## src/hw/pdw_defs.vh

```
// Constants for the power-down mode and wake-wait controller.
// Included by the power controller design file only; definitions only.
`ifndef PDW_DEFS_VH
`define PDW_DEFS_VH

// ----------------------------------------------------------------
// Register word offsets (byte addresses on the Avalon slave)
// ----------------------------------------------------------------
`define PDW_OFS_CTRL1        4'h0
`define PDW_OFS_CTRL2        4'h4
`define PDW_OFS_CLKCTL       4'h8
`define PDW_OFS_STATUS       4'hC

// ----------------------------------------------------------------
// Field positions
// ----------------------------------------------------------------
`define PDW_C1_SLEEP_DEPTH   7
`define PDW_C1_WAIT_HI       6
`define PDW_C1_WAIT_LO       4
`define PDW_C2_SMSEL         7
`define PDW_C2_LOW_SPEED     6
`define PDW_C2_DIRECT_XFER   5
`define PDW_C2_DIV_HI        2
`define PDW_C2_DIV_LO        0
`define PDW_CC_SWITCH_EXT    0
`define PDW_CC_SWITCH_RC     1
`define PDW_CC_TIMEBASE      2

// ----------------------------------------------------------------
// Reset values
// ----------------------------------------------------------------
`define PDW_RST_CTRL1        8'h00
`define PDW_RST_CTRL2        8'h00
`define PDW_RST_TIMEBASE     1'b0

// ----------------------------------------------------------------
// Wait cycle counts per wake wait select code
// ----------------------------------------------------------------
`define PDW_WAIT_000         18'h02000
`define PDW_WAIT_001         18'h04000
`define PDW_WAIT_010         18'h08000
`define PDW_WAIT_011         18'h10000
`define PDW_WAIT_100         18'h20000
`define PDW_WAIT_101         18'h01000
`define PDW_WAIT_110         18'h00800
`define PDW_WAIT_111         18'h00200

// ----------------------------------------------------------------
// Active clock divider ratios, as terminal counts (ratio - 1)
// ----------------------------------------------------------------
`define PDW_DIV_8            6'h07
`define PDW_DIV_16           6'h0F
`define PDW_DIV_32           6'h1F
`define PDW_DIV_64           6'h3F
`define PDW_DIV_1            6'h00

`endif

```

## src/hw/pdw_wait_counter.v

```verilog
// Oscillator settling counter for the wake-wait and clock switch.
// Assumes count_en_in is a one-cycle tick already in mclk_in's domain.
`timescale 1ns/10ps
module pdw_wait_counter (
    input  wire        mclk_in,
    input  wire        rst_n_in,
    input  wire        clear_in,
    input  wire        count_en_in,
    input  wire [17:0] target_in,
    output reg         done_out
);
    reg  [17:0] count_reg;
    wire [17:0] count_next;

    // Saturates at the target so a late release never wraps
    assign count_next = (count_reg == target_in) ? count_reg : count_reg + 18'h00001;

    always @(posedge mclk_in or negedge rst_n_in) begin
        if (!rst_n_in) begin
            count_reg <= 18'h00000;
            done_out  <= 1'b0;
        end else if (clear_in) begin
            count_reg <= 18'h00000;
            done_out  <= 1'b0;
        end else begin
            if (count_en_in) begin
                count_reg <= count_next;
            end
            done_out <= (count_reg == target_in);
        end
    end
endmodule

```

## src/hw/pdw_power_ctrl.v

```verilog
// Power-down mode selection, wake-up wait and clock switch settling.
// Assumes an Avalon-MM master on mclk_in and oscillator ticks on pins.
//
// Function
// A sleep instruction enters sleep or subsleep with the depth bit clear, standby with it set.
// Returning to active or sleep from standby or the sub modes waits the selected cycle count.
// Software picks a wait of 6.5 ms or more when the external oscillator follows.
// Software picks a wait of 100 us or more when the on-chip oscillator follows.
// The wake-wait counter counts the clock undivided, whatever the divider says.
// The wake-wait counter counts the oscillator that will be the system clock source.
// A switch from on-chip to external clock is timed by the same wait field.
// The switch wait counts the on-chip clock after the active mode divider.
// The switch wait count lies between the standby count and twice it.
// Software picks a switch count that lasts 6.5 ms or more of external periods.
// In active and sleep modes the system clock goes out divided by the divider field.
// Low speed and direct transfer flags join the depth bit in picking the next mode.
// Standby halts CPU and peripherals, leaving only the time-base clock if chosen.
// The wait counter clears as oscillation starts and clocks are released on its count.
//
// The address map and the Avalon-MM interface to the registers were left to the implementer.
`timescale 1ns/10ps
`include "pdw_defs.vh"
module pdw_power_ctrl (
    input  wire        mclk_in,
    input  wire        rst_n_in,
    input  wire [3:0]  avs_address_in,
    input  wire        avs_read_in,
    input  wire        avs_write_in,
    input  wire [31:0] avs_writedata_in,
    input  wire [3:0]  avs_byteenable_in,
    output reg  [31:0] avs_readdata_out,
    output wire        avs_waitrequest_out,
    input  wire        sleep_exec_in,
    input  wire        wake_event_in,
    input  wire        osc_started_in,
    input  wire        ext_osc_tick_in,
    input  wire        rc_osc_tick_in,
    input  wire        sub_clk_tick_in,
    output reg         cpu_clk_en_out,
    output reg         periph_clk_en_out,
    output reg         rtc_clk_en_out,
    output reg         osc_enable_out,
    output reg         sys_src_ext_out,
    output reg  [2:0]  mode_out
);
    // ------------------------------------------------------------
    // Mode states
    // ------------------------------------------------------------
    localparam [2:0] ST_ACTIVE  = 3'h0;
    localparam [2:0] ST_SLEEP   = 3'h1;
    localparam [2:0] ST_SUBACT  = 3'h2;
    localparam [2:0] ST_SUBSLP  = 3'h3;
    localparam [2:0] ST_STANDBY = 3'h4;
    localparam [2:0] ST_WAKE    = 3'h5;

    // ------------------------------------------------------------
    // Pin synchronisers
    // ------------------------------------------------------------
    wire [4:0] pin_raw;
    reg  [4:0] pin_meta_reg;
    reg  [4:0] pin_sync_reg;
    reg  [4:0] pin_last_reg;
    wire [4:0] pin_rise;
    genvar gi;

    assign pin_raw = {sub_clk_tick_in, rc_osc_tick_in, ext_osc_tick_in,
                      osc_started_in, wake_event_in};

    generate
        for (gi = 0; gi < 5; gi = gi + 1) begin : g_sync
            always @(posedge mclk_in or negedge rst_n_in) begin
                if (!rst_n_in) begin
                    pin_meta_reg[gi] <= 1'b0;
                    pin_sync_reg[gi] <= 1'b0;
                    pin_last_reg[gi] <= 1'b0;
                end else begin
                    pin_meta_reg[gi] <= pin_raw[gi];
                    pin_sync_reg[gi] <= pin_meta_reg[gi];
                    pin_last_reg[gi] <= pin_sync_reg[gi];
                end
            end
            assign pin_rise[gi] = pin_sync_reg[gi] & ~pin_last_reg[gi];
        end
    endgenerate

    wire wake_rise  = pin_rise[0];
    wire osc_ok     = pin_sync_reg[1];
    wire osc_rise   = pin_rise[1];
    wire ext_tick   = pin_rise[2];
    wire rc_tick    = pin_rise[3];
    wire sub_tick   = pin_rise[4];

    // ------------------------------------------------------------
    // Registers
    // ------------------------------------------------------------
    reg  [7:0] ctrl1_reg;
    reg  [7:0] ctrl2_reg;
    reg        timebase_reg;
    reg        switch_req_reg;
    reg        ack_reg;
    reg  [2:0] mode_reg;
    reg  [2:0] mode_next;
    reg  [2:0] wake_target_reg;
    reg        src_ext_reg;
    reg        switching_reg;
    reg  [5:0] div_cnt_reg;
    reg  [5:0] div_tc;
    reg [17:0] wait_target;

    wire       sleep_depth = ctrl1_reg[`PDW_C1_SLEEP_DEPTH];
    wire [2:0] wait_sel    = ctrl1_reg[`PDW_C1_WAIT_HI:`PDW_C1_WAIT_LO];
    wire       low_speed   = ctrl2_reg[`PDW_C2_LOW_SPEED];
    wire       direct_xfer = ctrl2_reg[`PDW_C2_DIRECT_XFER];
    wire [2:0] div_sel     = ctrl2_reg[`PDW_C2_DIV_HI:`PDW_C2_DIV_LO];

    // ------------------------------------------------------------
    // Avalon slave: one wait state per access
    // ------------------------------------------------------------
    wire req        = avs_read_in | avs_write_in;
    wire wr_take    = avs_write_in & ack_reg & avs_byteenable_in[0];
    wire [7:0] wbyte = avs_writedata_in[7:0];

    assign avs_waitrequest_out = req & ~ack_reg;

    always @(posedge mclk_in or negedge rst_n_in) begin
        if (!rst_n_in) begin
            ack_reg          <= 1'b0;
            avs_readdata_out <= 32'h00000000;
        end else begin
            ack_reg <= req & ~ack_reg;
            if (avs_read_in & ~ack_reg) begin
                case (avs_address_in)
                    `PDW_OFS_CTRL1:  avs_readdata_out <= {24'h000000, ctrl1_reg};
                    `PDW_OFS_CTRL2:  avs_readdata_out <= {24'h000000, ctrl2_reg};
                    `PDW_OFS_CLKCTL: avs_readdata_out <= {29'h00000000, timebase_reg,
                                                          2'h0};
                    `PDW_OFS_STATUS: avs_readdata_out <= {26'h0000000, switching_reg,
                                                          src_ext_reg, 1'b0, mode_reg};
                    default:         avs_readdata_out <= 32'h00000000;
                endcase
            end
        end
    end

    // Reserved low bits of control 1 always read zero
    always @(posedge mclk_in or negedge rst_n_in) begin
        if (!rst_n_in) begin
            ctrl1_reg    <= `PDW_RST_CTRL1;
            ctrl2_reg    <= `PDW_RST_CTRL2;
            timebase_reg <= `PDW_RST_TIMEBASE;
        end else if (wr_take) begin
            case (avs_address_in)
                `PDW_OFS_CTRL1:  ctrl1_reg    <= {wbyte[7:4], 4'h0};
                `PDW_OFS_CTRL2:  ctrl2_reg    <= {wbyte[7:5], 2'h0, wbyte[2:0]};
                `PDW_OFS_CLKCTL: timebase_reg <= wbyte[`PDW_CC_TIMEBASE];
                default:         ctrl1_reg    <= ctrl1_reg;
            endcase
        end
    end

    wire wr_clkctl = wr_take & (avs_address_in == `PDW_OFS_CLKCTL);

    // ------------------------------------------------------------
    // Wait count lookup and active divider
    // ------------------------------------------------------------
    always @* begin
        case (wait_sel)
            3'h0:    wait_target = `PDW_WAIT_000;
            3'h1:    wait_target = `PDW_WAIT_001;
            3'h2:    wait_target = `PDW_WAIT_010;
            3'h3:    wait_target = `PDW_WAIT_011;
            3'h4:    wait_target = `PDW_WAIT_100;
            3'h5:    wait_target = `PDW_WAIT_101;
            3'h6:    wait_target = `PDW_WAIT_110;
            default: wait_target = `PDW_WAIT_111;
        endcase
    end

    always @* begin
        case (div_sel)
            3'h0:    div_tc = `PDW_DIV_8;
            3'h1:    div_tc = `PDW_DIV_16;
            3'h2:    div_tc = `PDW_DIV_32;
            3'h3:    div_tc = `PDW_DIV_64;
            default: div_tc = `PDW_DIV_1;
        endcase
    end

    // Source tick: external or on-chip oscillator, whichever is selected
    wire src_tick = src_ext_reg ? ext_tick : rc_tick;
    wire div_tick = src_tick & (div_cnt_reg == div_tc);

    // divided system clock
    always @(posedge mclk_in or negedge rst_n_in) begin
        if (!rst_n_in) begin
            div_cnt_reg <= 6'h00;
        end else if (src_tick) begin
            div_cnt_reg <= (div_cnt_reg >= div_tc) ? 6'h00 : div_cnt_reg + 6'h01;
        end
    end

    // ------------------------------------------------------------
    // Settling counter shared by wake-up and clock switch
    // ------------------------------------------------------------
    wire        in_wake = (mode_reg == ST_WAKE);
    wire        wait_done;
    wire        wait_clear;
    wire        wait_tick;

    // cleared while the oscillator is not yet running
    assign wait_clear = in_wake ? (~osc_ok | osc_rise) : ~switching_reg;
    // wake wait counts the target source undivided
    // switch wait counts the divided on-chip clock
    assign wait_tick  = in_wake ? (src_ext_reg ? ext_tick : rc_tick) : div_tick;

    // same field sets both counts; switch count equals standby count
    pdw_wait_counter u_wait (
        .mclk_in     (mclk_in),
        .rst_n_in    (rst_n_in),
        .clear_in    (wait_clear),
        .count_en_in (wait_tick),
        .target_in   (wait_target),
        .done_out    (wait_done)
    );

    // switch to external clock under software control
    always @(posedge mclk_in or negedge rst_n_in) begin
        if (!rst_n_in) begin
            switching_reg <= 1'b0;
            src_ext_reg   <= 1'b0;
        end else if (switching_reg) begin
            if (wait_done) begin
                switching_reg <= 1'b0;
                src_ext_reg   <= 1'b1;
            end
        end else if (wr_clkctl & wbyte[`PDW_CC_SWITCH_EXT] & ~src_ext_reg &
                     (mode_reg == ST_ACTIVE)) begin
            switching_reg <= 1'b1;
        end else if (wr_clkctl & wbyte[`PDW_CC_SWITCH_RC]) begin
            src_ext_reg <= 1'b0;
        end
    end

    // ------------------------------------------------------------
    // Mode sequencer
    // ------------------------------------------------------------
    always @* begin
        mode_next = mode_reg;
        case (mode_reg)
            ST_ACTIVE, ST_SUBACT: begin
                if (sleep_exec_in & ~switching_reg) begin
                    // depth bit, low speed and direct transfer
                    if (sleep_depth) begin
                        mode_next = ST_STANDBY;
                    end else if (direct_xfer) begin
                        if (low_speed) begin
                            mode_next = ST_SUBACT;
                        end else if (mode_reg == ST_SUBACT) begin
                            mode_next = ST_WAKE;
                        end else begin
                            mode_next = ST_ACTIVE;
                        end
                    end else if (low_speed) begin
                        mode_next = ST_SUBSLP;
                    end else if (mode_reg == ST_SUBACT) begin
                        mode_next = ST_WAKE;
                    end else begin
                        mode_next = ST_SLEEP;
                    end
                end
            end
            ST_SLEEP: begin
                if (wake_rise) begin
                    mode_next = low_speed ? ST_SUBACT : ST_ACTIVE;
                end
            end
            ST_SUBSLP: begin
                if (wake_rise) begin
                    mode_next = low_speed ? ST_SUBACT : ST_WAKE;
                end
            end
            ST_STANDBY: begin
                if (wake_rise) begin
                    mode_next = low_speed ? ST_SUBACT : ST_WAKE;
                end
            end
            ST_WAKE: begin
                // clocks held until the count is reached
                if (wait_done) begin
                    mode_next = wake_target_reg;
                end
            end
            default: mode_next = ST_ACTIVE;
        endcase
    end

    // Sleep-instruction wake returns to active; direct transfer also lands there
    always @(posedge mclk_in or negedge rst_n_in) begin
        if (!rst_n_in) begin
            mode_reg        <= ST_ACTIVE;
            wake_target_reg <= ST_ACTIVE;
        end else begin
            mode_reg <= mode_next;
            if ((mode_next == ST_WAKE) & (mode_reg != ST_WAKE)) begin
                wake_target_reg <= ST_ACTIVE;
            end
        end
    end

    // ------------------------------------------------------------
    // Clock gating outputs
    // ------------------------------------------------------------
    wire sys_run  = (mode_reg == ST_ACTIVE) | (mode_reg == ST_SLEEP);
    wire sub_run  = (mode_reg == ST_SUBACT) | (mode_reg == ST_SUBSLP);

    always @(posedge mclk_in or negedge rst_n_in) begin
        if (!rst_n_in) begin
            cpu_clk_en_out    <= 1'b0;
            periph_clk_en_out <= 1'b0;
            rtc_clk_en_out    <= 1'b0;
            osc_enable_out    <= 1'b1;
            sys_src_ext_out   <= 1'b0;
            mode_out          <= ST_ACTIVE;
        end else begin
            // divided clock in active and sleep, subclock in sub modes
            cpu_clk_en_out    <= ((mode_reg == ST_ACTIVE) & div_tick) |
                                 ((mode_reg == ST_SUBACT) & sub_tick);
            periph_clk_en_out <= (sys_run & div_tick) | (sub_run & sub_tick);
            // standby keeps only the time-base clock
            rtc_clk_en_out    <= sub_tick & ((mode_reg != ST_STANDBY) | timebase_reg);
            osc_enable_out    <= sys_run | in_wake;
            sys_src_ext_out   <= src_ext_reg;
            mode_out          <= mode_reg;
        end
    end
endmodule

```

## config.mk

```make
export PLATFORM = sky130hd
export DESIGN_NAME = pdw_power_ctrl
export DESIGN_NICKNAME = d
export VERILOG_FILES = /design/src/hw/pdw_wait_counter.v /design/src/hw/pdw_power_ctrl.v
export VERILOG_INCLUDE_DIRS = /design/src /design/src/hw
export SDC_FILE = /design/constraint.sdc
export NUM_CORES = 1
export LEC_CHECK = 0
export BUFFER_PORTS_ARGS = -buffer_cell sky130_fd_sc_hd__buf_4
export CELL_PAD_IN_SITES_DETAIL_PLACEMENT = 1
export CELL_PAD_IN_SITES_GLOBAL_PLACEMENT = 1
export CORE_ASPECT_RATIO = 1.25
export CORE_MARGIN = 2
export CORE_UTILIZATION = 45
export CTS_CLUSTER_SIZE = 30
export DETAILED_ROUTE_END_ITERATION = 12
export PLACE_DENSITY = 0.86
export SKIP_CTS_REPAIR_TIMING = 1
export SLEW_MARGIN = 20
export SYNTH_ARGS = -nofsm -noshare
export SYNTH_HDL_FRONTEND = slang
export SYNTH_HIERARCHICAL = 1
export SYNTH_SLANG_ARGS = --single-unit
```

## constraint.sdc

```tcl
create_clock -name mclk_in -period 4.4 [get_ports mclk_in]
set_input_delay 1.32 -clock mclk_in [delete_from_list [all_inputs] [get_ports mclk_in]]
set_output_delay 1.32 -clock mclk_in [all_outputs]
set_load 0.03 [all_outputs]
```

==> impl_metrics.toml, run 1 <==
[final_layout]
fillCellCount = 1001
layout_common_cells = "71 x dfrtp_1, 41 x buf_4, 35 x conb_1"
final_util_pct = 52.00
final_common_cell = "dfrtp_1"
areaGrowthSynthToFinish_pct = 13.97
nNetsFinal = 495
drive_gt1_share_pct = 22.40
diodes = 0
fin_area_um2 = 4695
largest_register_ffs = 18

[place]
dp_hpwl_um = 6602
post_dp_cell_area_um2 = 4397
routabilityCongestion = 0.8468
place_ws_ns = 1.210
portBuffers = 37

[route]
vias_per_cell = 5.488
num_vias = 3101
drtIter0Drc = 134
routed_wirelength_um = 9470
antenna_left = 0
post_drt_wl_per_cell_um = 16.76
drtPass1Iterations = 4
drc_errors = 0

[critical_path]
critPathLaunchType = "register"
cp_cell_sequence = "inv_1 -> nand3_1 -> ha_1 -> and4_1 -> nand2_1 -> a21oi_1 -> nand4_4 -> nor4b_4 -> or3b_1 -> a2111o_1 -> nand3_1"
cp_slowest_cell = "dfrtp_1"
end_kind = "register"
cp_max_fo = 5
required_ns = 4.68
critical_path.max_stage_delay_ns = 0.43
cpMostUsedCell = "nand3_1"
cp_data_arrival_time_ns = 3.55
critical_path_class = "register to register"

[sta]
maxSlewViolCount = 0
min_period_ns = 3.277
hold_ws_ns = 0.3395
fmax_ghz = 0.3051
maxSlewHeadroom_pct = 38.59
rsz0062_at_grt = "false"
fin_ws_ns = 1.123
finalSetupViolCount = 0
period_share_pct = 74.48
tightestPinTransition_ns = 0.9211
hold_viol = 0
setup_tns_ns = 0
fin_skew_ns = 0.008731

[synthesis]
synth_flop_cell = "dfrtp_1"
synth_warnings = 6
avgSynthCellArea_um2 = 10.35
syn_area_um2 = 4119
post_synth_num_cell_types = 68
ys_seq_area_share_pct = 43.77
synthCells = 398
postSynth.asyncResetShare_pct = 100.0
ys_ff_latch = 72
synth-edff-count = 0

[global_route]
grt_pass1_vias = 3245
grt_pass1_wl_um = 15550
grt-ovfl-total = 0
antenna_found_initial = 0
grt_util_all_layers_pct = 20.19
grt_max_degree = 73

[clock_network]
cts_root_buf = "clkbuf_16"
htreeDepth = 3
clock_path_buffers = 2
numCtsBuffers = 9
cts_tree = "yes"
insertion_delay_ns = 0.34
cts.sinks = 72
clk_pin_slew_ns = 0.06

[floorplanning]
num_io_pins = 91
dieArea_um2 = 9939
die_h_um = 111.0
start_util_pct = 45.63
die_x_um = 89.57
rows = 39
core_area_um2 = 9027

[pwr]
irDropWorstVdd_uv = 197.3
cellPowerDensity_nw_per_um2 = 430.3
leakagePower_nw = 2.014

[run]
max_cap_viol_count = 0

[run_status]
status = "completed"

[min_path]
hold_path_class = "register to register"
==> path summary, 6_finish.rpt <==
| path | endpoint | depth (start not counted) | slack [ns] | from |
|---|---|---|---|---|
| min in group asynchronous | div_cnt_reg[4] | 1 | 1.12 | rst_n_in |
| max | u_wait/count_reg[17] | 11 | 1.12 | ctrl2_reg[2] |
| max in group asynchronous | u_wait/count_reg[16] | 1 | 2.69 | rst_n_in |
| min | pin_sync_reg[4] | 0 | 0.34 | pin_meta_reg[4] |
| min reg2reg | pin_sync_reg[4] | 0 | 0.34 | pin_meta_reg[4] |
| max reg2reg | u_wait/count_reg[17] | 11 | 1.12 | ctrl2_reg[2] |
==> worst max-delay path: cells and delay by family, from the launching register on <==
kind	cells	cell delay, ns
DFF	1	0.43
buffers and inverters	1	0.17
adders and majority gates	1	0.33
and+or+nand+nor	7	1.51
AOI/OAI and AO/OA	2	0.78
==> stage by stage <==
stage	std cells	total power [W]
detailed placement	549	0.001302
global placement	549	0.001270
finish	565	0.002020
floorplan	432	0.001201
CTS	565	0.002042
global route	565	0.002129
==> cell type report <==
type,instances,area [um^2],area share (%)
Sequential cell,72,1803,38.41
Clock inverter,7,72.57,1.546
Tap cell,123,153.9,3.278
Clock buffer,9,225.2,4.797
Timing Repair Buffer,41,307.8,6.557
Inverter,8,30.03,0.6397
Multi-Input combinational cell,305,2102,44.78
==> cells in the mapped netlist (3+ instances only) <==
cell type | instances | share of area, %
a2111oi_0 | 6 | 1.3
or2_2 | 4 | 0.61
clkbuf_1 | 7 | 0.64
and2_1 | 4 | 0.61
nand3_1 | 14 | 1.7
a211o_1 | 8 | 1.7
dfrtp_1 | 71 | 43
buf_2 | 6 | 0.73
buf_4 | 33 | 6.0
inv_1 | 8 | 0.73
nor3b_1 | 9 | 1.6
nor2_1 | 20 | 1.8
nand2b_1 | 4 | 0.61
o41ai_1 | 5 | 1.1
mux2i_1 | 7 | 1.7
mux2_2 | 17 | 4.6
or4_1 | 3 | 0.55
o31ai_1 | 4 | 0.73
o21ai_0 | 15 | 1.8
nand2_1 | 30 | 2.7
nand4_1 | 7 | 1.1
nor2b_1 | 9 | 1.4
a22o_1 | 4 | 0.85
ha_1 | 8 | 2.4
nor3_1 | 4 | 0.49
xnor2_1 | 17 | 3.6
a21oi_1 | 13 | 1.6
and3b_1 | 7 | 1.5
and3_1 | 5 | 0.76
==> logic make-up (layout without fill, tap and decap cells) <==
family	Yosys count	in the layout	synth area share [%]
AND/OR/NAND/NOR	145	145	22.08
AO/OA/AOI/OAI	75	75	13.06
flip-flops	72	72	43.77
buffers and inverters	55	65	8.384
multiplexers	24	24	6.349
XOR/XNOR	18	18	3.827
adder cells (fa/ha/maj)	8	8	2.430
other	1	35	0.09104
==> power breakdown <==
group | switching [W] | internal [W] | leakage, nW
combinational | 0.000246 | 0.000199 | 1.02
sequential | 0.000114 | 0.000733 | 0.865
clock | 0.000291 | 0.000437 | 0.130
==> routing by layer <==
layer	GRT usage (%)	up-vias	wire [um]
li1	-	1454	-
met1	22.32	1583	3802
met2	36.72	50	5290
met3	4.468	14	226
met4	6.766	0	150
met5	0	-	0
Power figures use the tool's default switching activity.
==> run 2: changes to the inputs <==
ABC_AREA = 1   (was unset)
CORE_UTILIZATION = 36   (was 45)
PLACE_DENSITY = 0.79   (was 0.86)
clock period = 2.95 ns   (was 4.4 ns; I/O delays follow)
==> run 2 against run 1 <==
Critical path depth increased by 1. Critical endpoint is now u_wait/count_reg[10]. Design area increased by 9.6%. Clock skew decreased by 0.00098 ns. Non-clock buffer count decreased by 1. Wire length increased by 29%. Cell count increased by 52%. Highest routed layer unchanged. Fmax increased by 41%.
==> impl_metrics.toml, run 2 <==
[synthesis]
syn_area_um2 = 4439
ys_seq_area_share_pct = 40.61
synth_flop_cell = "dfrtp_1"
synthMuxAreaShare_pct = 0
synth-compound-area-share_pct = 5.524
synth_top_family_by_area = "simple AND/OR/NAND/NOR gates"
synth_warnings = 6
synth_most_common_cell = "nand2_1"
synthCells = 632
synth-edff-count = 0
avgSynthCellArea_um2 = 7.024
postSynth.asyncResetShare_pct = 100.0
post_synth_num_cell_types = 38
synth_top_cell_by_area = "dfrtp_1"
synth_simple_gate_area_share_pct = 37.94
synthAdderAreaFrac_pct = 2.255
synth_top_area_share_pct = 40.02
ys_ff_latch = 72
synth_common_cells = "228 x nand2_1, 71 x dfrtp_1, 67 x inv_1, 67 x nor2_1, 57 x nand3_1"
yosys-top-cells-area = "dfrtp_1 40%, nand2_1 19%, nand3_1 6.4%"
synthXorXnorAreaFrac_pct = 1.184

[pwr]
swShare_pct = 39.04
leakagePower_nw = 2.670
irDropWorstVdd_uv = 253.4
combPwrFrac_pct = 28.9
p_switching_w = 0.001292
intPower_w = 0.002017
p_clk_share_pct = 32.1
pwr-share-seq_pct = 39.0
cellPowerDensity_nw_per_um2 = 643.0

[critical_path]
reg2reg_from = "ctrl2_reg[2]"
reg2reg_slack_ns = 0.63
critical_path_class = "register to register"
cp_cell_sequence = "inv_1 -> o21ai_0 -> ha_1 -> nand2_1 -> nor2_1 -> nand2_1 -> a21oi_1 -> nor2_1 -> clkinv_1 -> buf_4 -> nand3_1 -> nand2_1"
cp_top_family = "simple AND/OR/NAND/NOR gates"
cp-startpoint = "ctrl2_reg[2]"
cp_data_arrival_time_ns = 2.60
reg2reg_depth = 12
cp_max_fo = 16
end_kind = "register"
critical_path.max_stage_delay_ns = 0.46
r2r_end = "u_wait/count_reg[10]"
cpMostUsedCell = "nand2_1"
required_ns = 3.23
crit_path_end = "u_wait/count_reg[10]"
critPathLaunchType = "register"
cp_slowest_cell = "dfrtp_1"
cp.depth = 12
worst-path-buf-inv = 3

[final_layout]
diodes = 0
multi_input_area_um2 = 2247
areaGrowthSynthToFinish_pct = 15.90
final_common_cell = "nand2_1"
largest_register_ffs = 18
drive_gt1_share_pct = 12.79
nNetsFinal = 749
layout_common_cells = "228 x nand2_1, 71 x dfrtp_1, 67 x inv_1, 67 x nor2_1, 57 x nand3_1"
fillCellCount = 1587
seq_area_um2 = 1803
final_util_pct = 42.50

[min_path]
hold_path_class = "register to register"

[sta]
rsz0062_at_grt = "false"
hold_viol = 0
setup_tns_ns = 0
maxSlewHeadroom_pct = 38.30
finalSetupViolCount = 0
fin_skew_ns = 0.007750
tightestPinTransition_ns = 0.9255
min_period_ns = 2.319
fmax_ghz = 0.4313
maxSlewViolCount = 0
period_share_pct = 78.60
hold_ws_ns = 0.3393

[route]
vias_per_cell = 4.737
num_vias = 4074
antenna_left = 0
drc_errors = 0
post_drt_wl_per_cell_um = 14.21
drtPass1Iterations = 4
drtIter0Drc = 141
routed_wirelength_um = 12220

[floorplanning]
core_area_um2 = 12110
start_util_pct = 36.67
dieArea_um2 = 13240
rows = 45
die_h_um = 128.2
die_x_um = 103.3
num_io_pins = 91

[place]
routabilityCongestion = 0.9205
dp_hpwl_um = 9517
portBuffers = 37

[global_route]
grt_max_degree = 73
antenna_found_initial = 0
grt_pass1_vias = 4279
grt_util_all_layers_pct = 19.66
grt_pass1_wl_um = 20280
grt-ovfl-total = 0

[clock_network]
numCtsBuffers = 9
cts_tree = "yes"
cts_root_buf = "clkbuf_16"
clk_pin_slew_ns = 0.06
clock_path_buffers = 2
insertion_delay_ns = 0.34
htreeDepth = 3
cts.sinks = 72

[run_status]
status = "completed"

[run]
max_cap_viol_count = 0
==> run 2: cell types whose count changed in the layout (fill, tap and decap cells not counted), sizes merged, moves of 7 or more <==
| cell | previous run | this run |
|---|---|---|
| a211o | 9 | 0 |
| and3 | 7 | 0 |
| and3b | 8 | 0 |
| conb | 35 | 44 |
| inv | 8 | 80 |
| mux2 | 17 | 0 |
| mux2i | 7 | 0 |
| nand2 | 30 | 232 |
| nand3 | 14 | 61 |
| nor2 | 21 | 74 |
| nor2b | 9 | 0 |
| nor3b | 11 | 2 |
| o21ai | 16 | 23 |
| xnor2 | 17 | 1 |
==> run 2: worst min path at each step <==
stage,startpoint,endpoint,slack (ns),cells past startpoint
2_1_floorplan,pin_meta_reg[1],osc_ok,0.33,0
3_3_place_gp,pin_meta_reg[2],pin_sync_reg[2],0.34,0
3_5_place_dp,pin_meta_reg[2],pin_sync_reg[2],0.34,0
6_report,pin_meta_reg[2],pin_sync_reg[2],0.34,0
5_1_grt,pin_meta_reg[2],pin_sync_reg[2],0.35,0
4_1_cts,pin_meta_reg[2],pin_sync_reg[2],0.34,0
==> run 2: final cells by class <==
| type | count | area share (%) |
|---|---|---|
| multi-input combinational | 489 | 43.68 |
| sequential | 72 | 35.04 |
| timing repair buffer | 40 | 5.837 |
| inverter | 79 | 5.812 |
| clock buffer | 9 | 4.377 |
| tap | 164 | 3.988 |
| clock inverter | 7 | 1.265 |
==> run 2: through the flow <==
stage                     instance area, um^2  worst slack (ns)  power, W  cells
final                                    5145            0.6313  0.003308    860
after global placement                   4855            0.7133  0.002208    844
after global routing                     5145            0.4392  0.003517    860
after floorplan                          4601            0.7279  0.001979    675
after detailed placement                 4855            0.6491  0.002269    844
after CTS                                5145            0.6064  0.003359    860
==> run 2: power by group through the flow <==
stage               Combinational (W)  Clock, W  Sequential (W)
global placement             0.000907         0         0.00130
floorplan                    0.000688         0         0.00129
global route                  0.00108   0.00113         0.00131
finish                       0.000955   0.00106         0.00129
CTS                          0.000966   0.00110         0.00129
detailed placement           0.000958         0         0.00131
==> run 2: worst reg2reg max path: stages, from the launching register on <==
cell      delay [ns]
dfrtp_1         0.46
inv_1           0.15
o21ai_0         0.11
ha_1            0.31
nand2_1         0.06
nor2_1          0.22
nand2_1         0.11
a21oi_1         0.20
nor2_1          0.09
clkinv_1        0.10
buf_4           0.24
nand3_1         0.12
nand2_1         0.09
==> run 2: cells by family after synthesis <==
group | after synthesis
other | 1
AND/OR/NAND/NOR | 390
buffers and inverters | 114
adder cells (fa/ha/maj) | 8
flip-flops | 72
AO/OA/AOI/OAI | 41
XOR/XNOR | 6
==> run 2: metal layers <==
layer  wire, um  up-vias  track usage, %
li1           -     2029               -
met1       4747     1965           21.18
met2       6861       63           37.74
met3        355       17           3.326
met4        259        0           6.579
met5          0        -               0
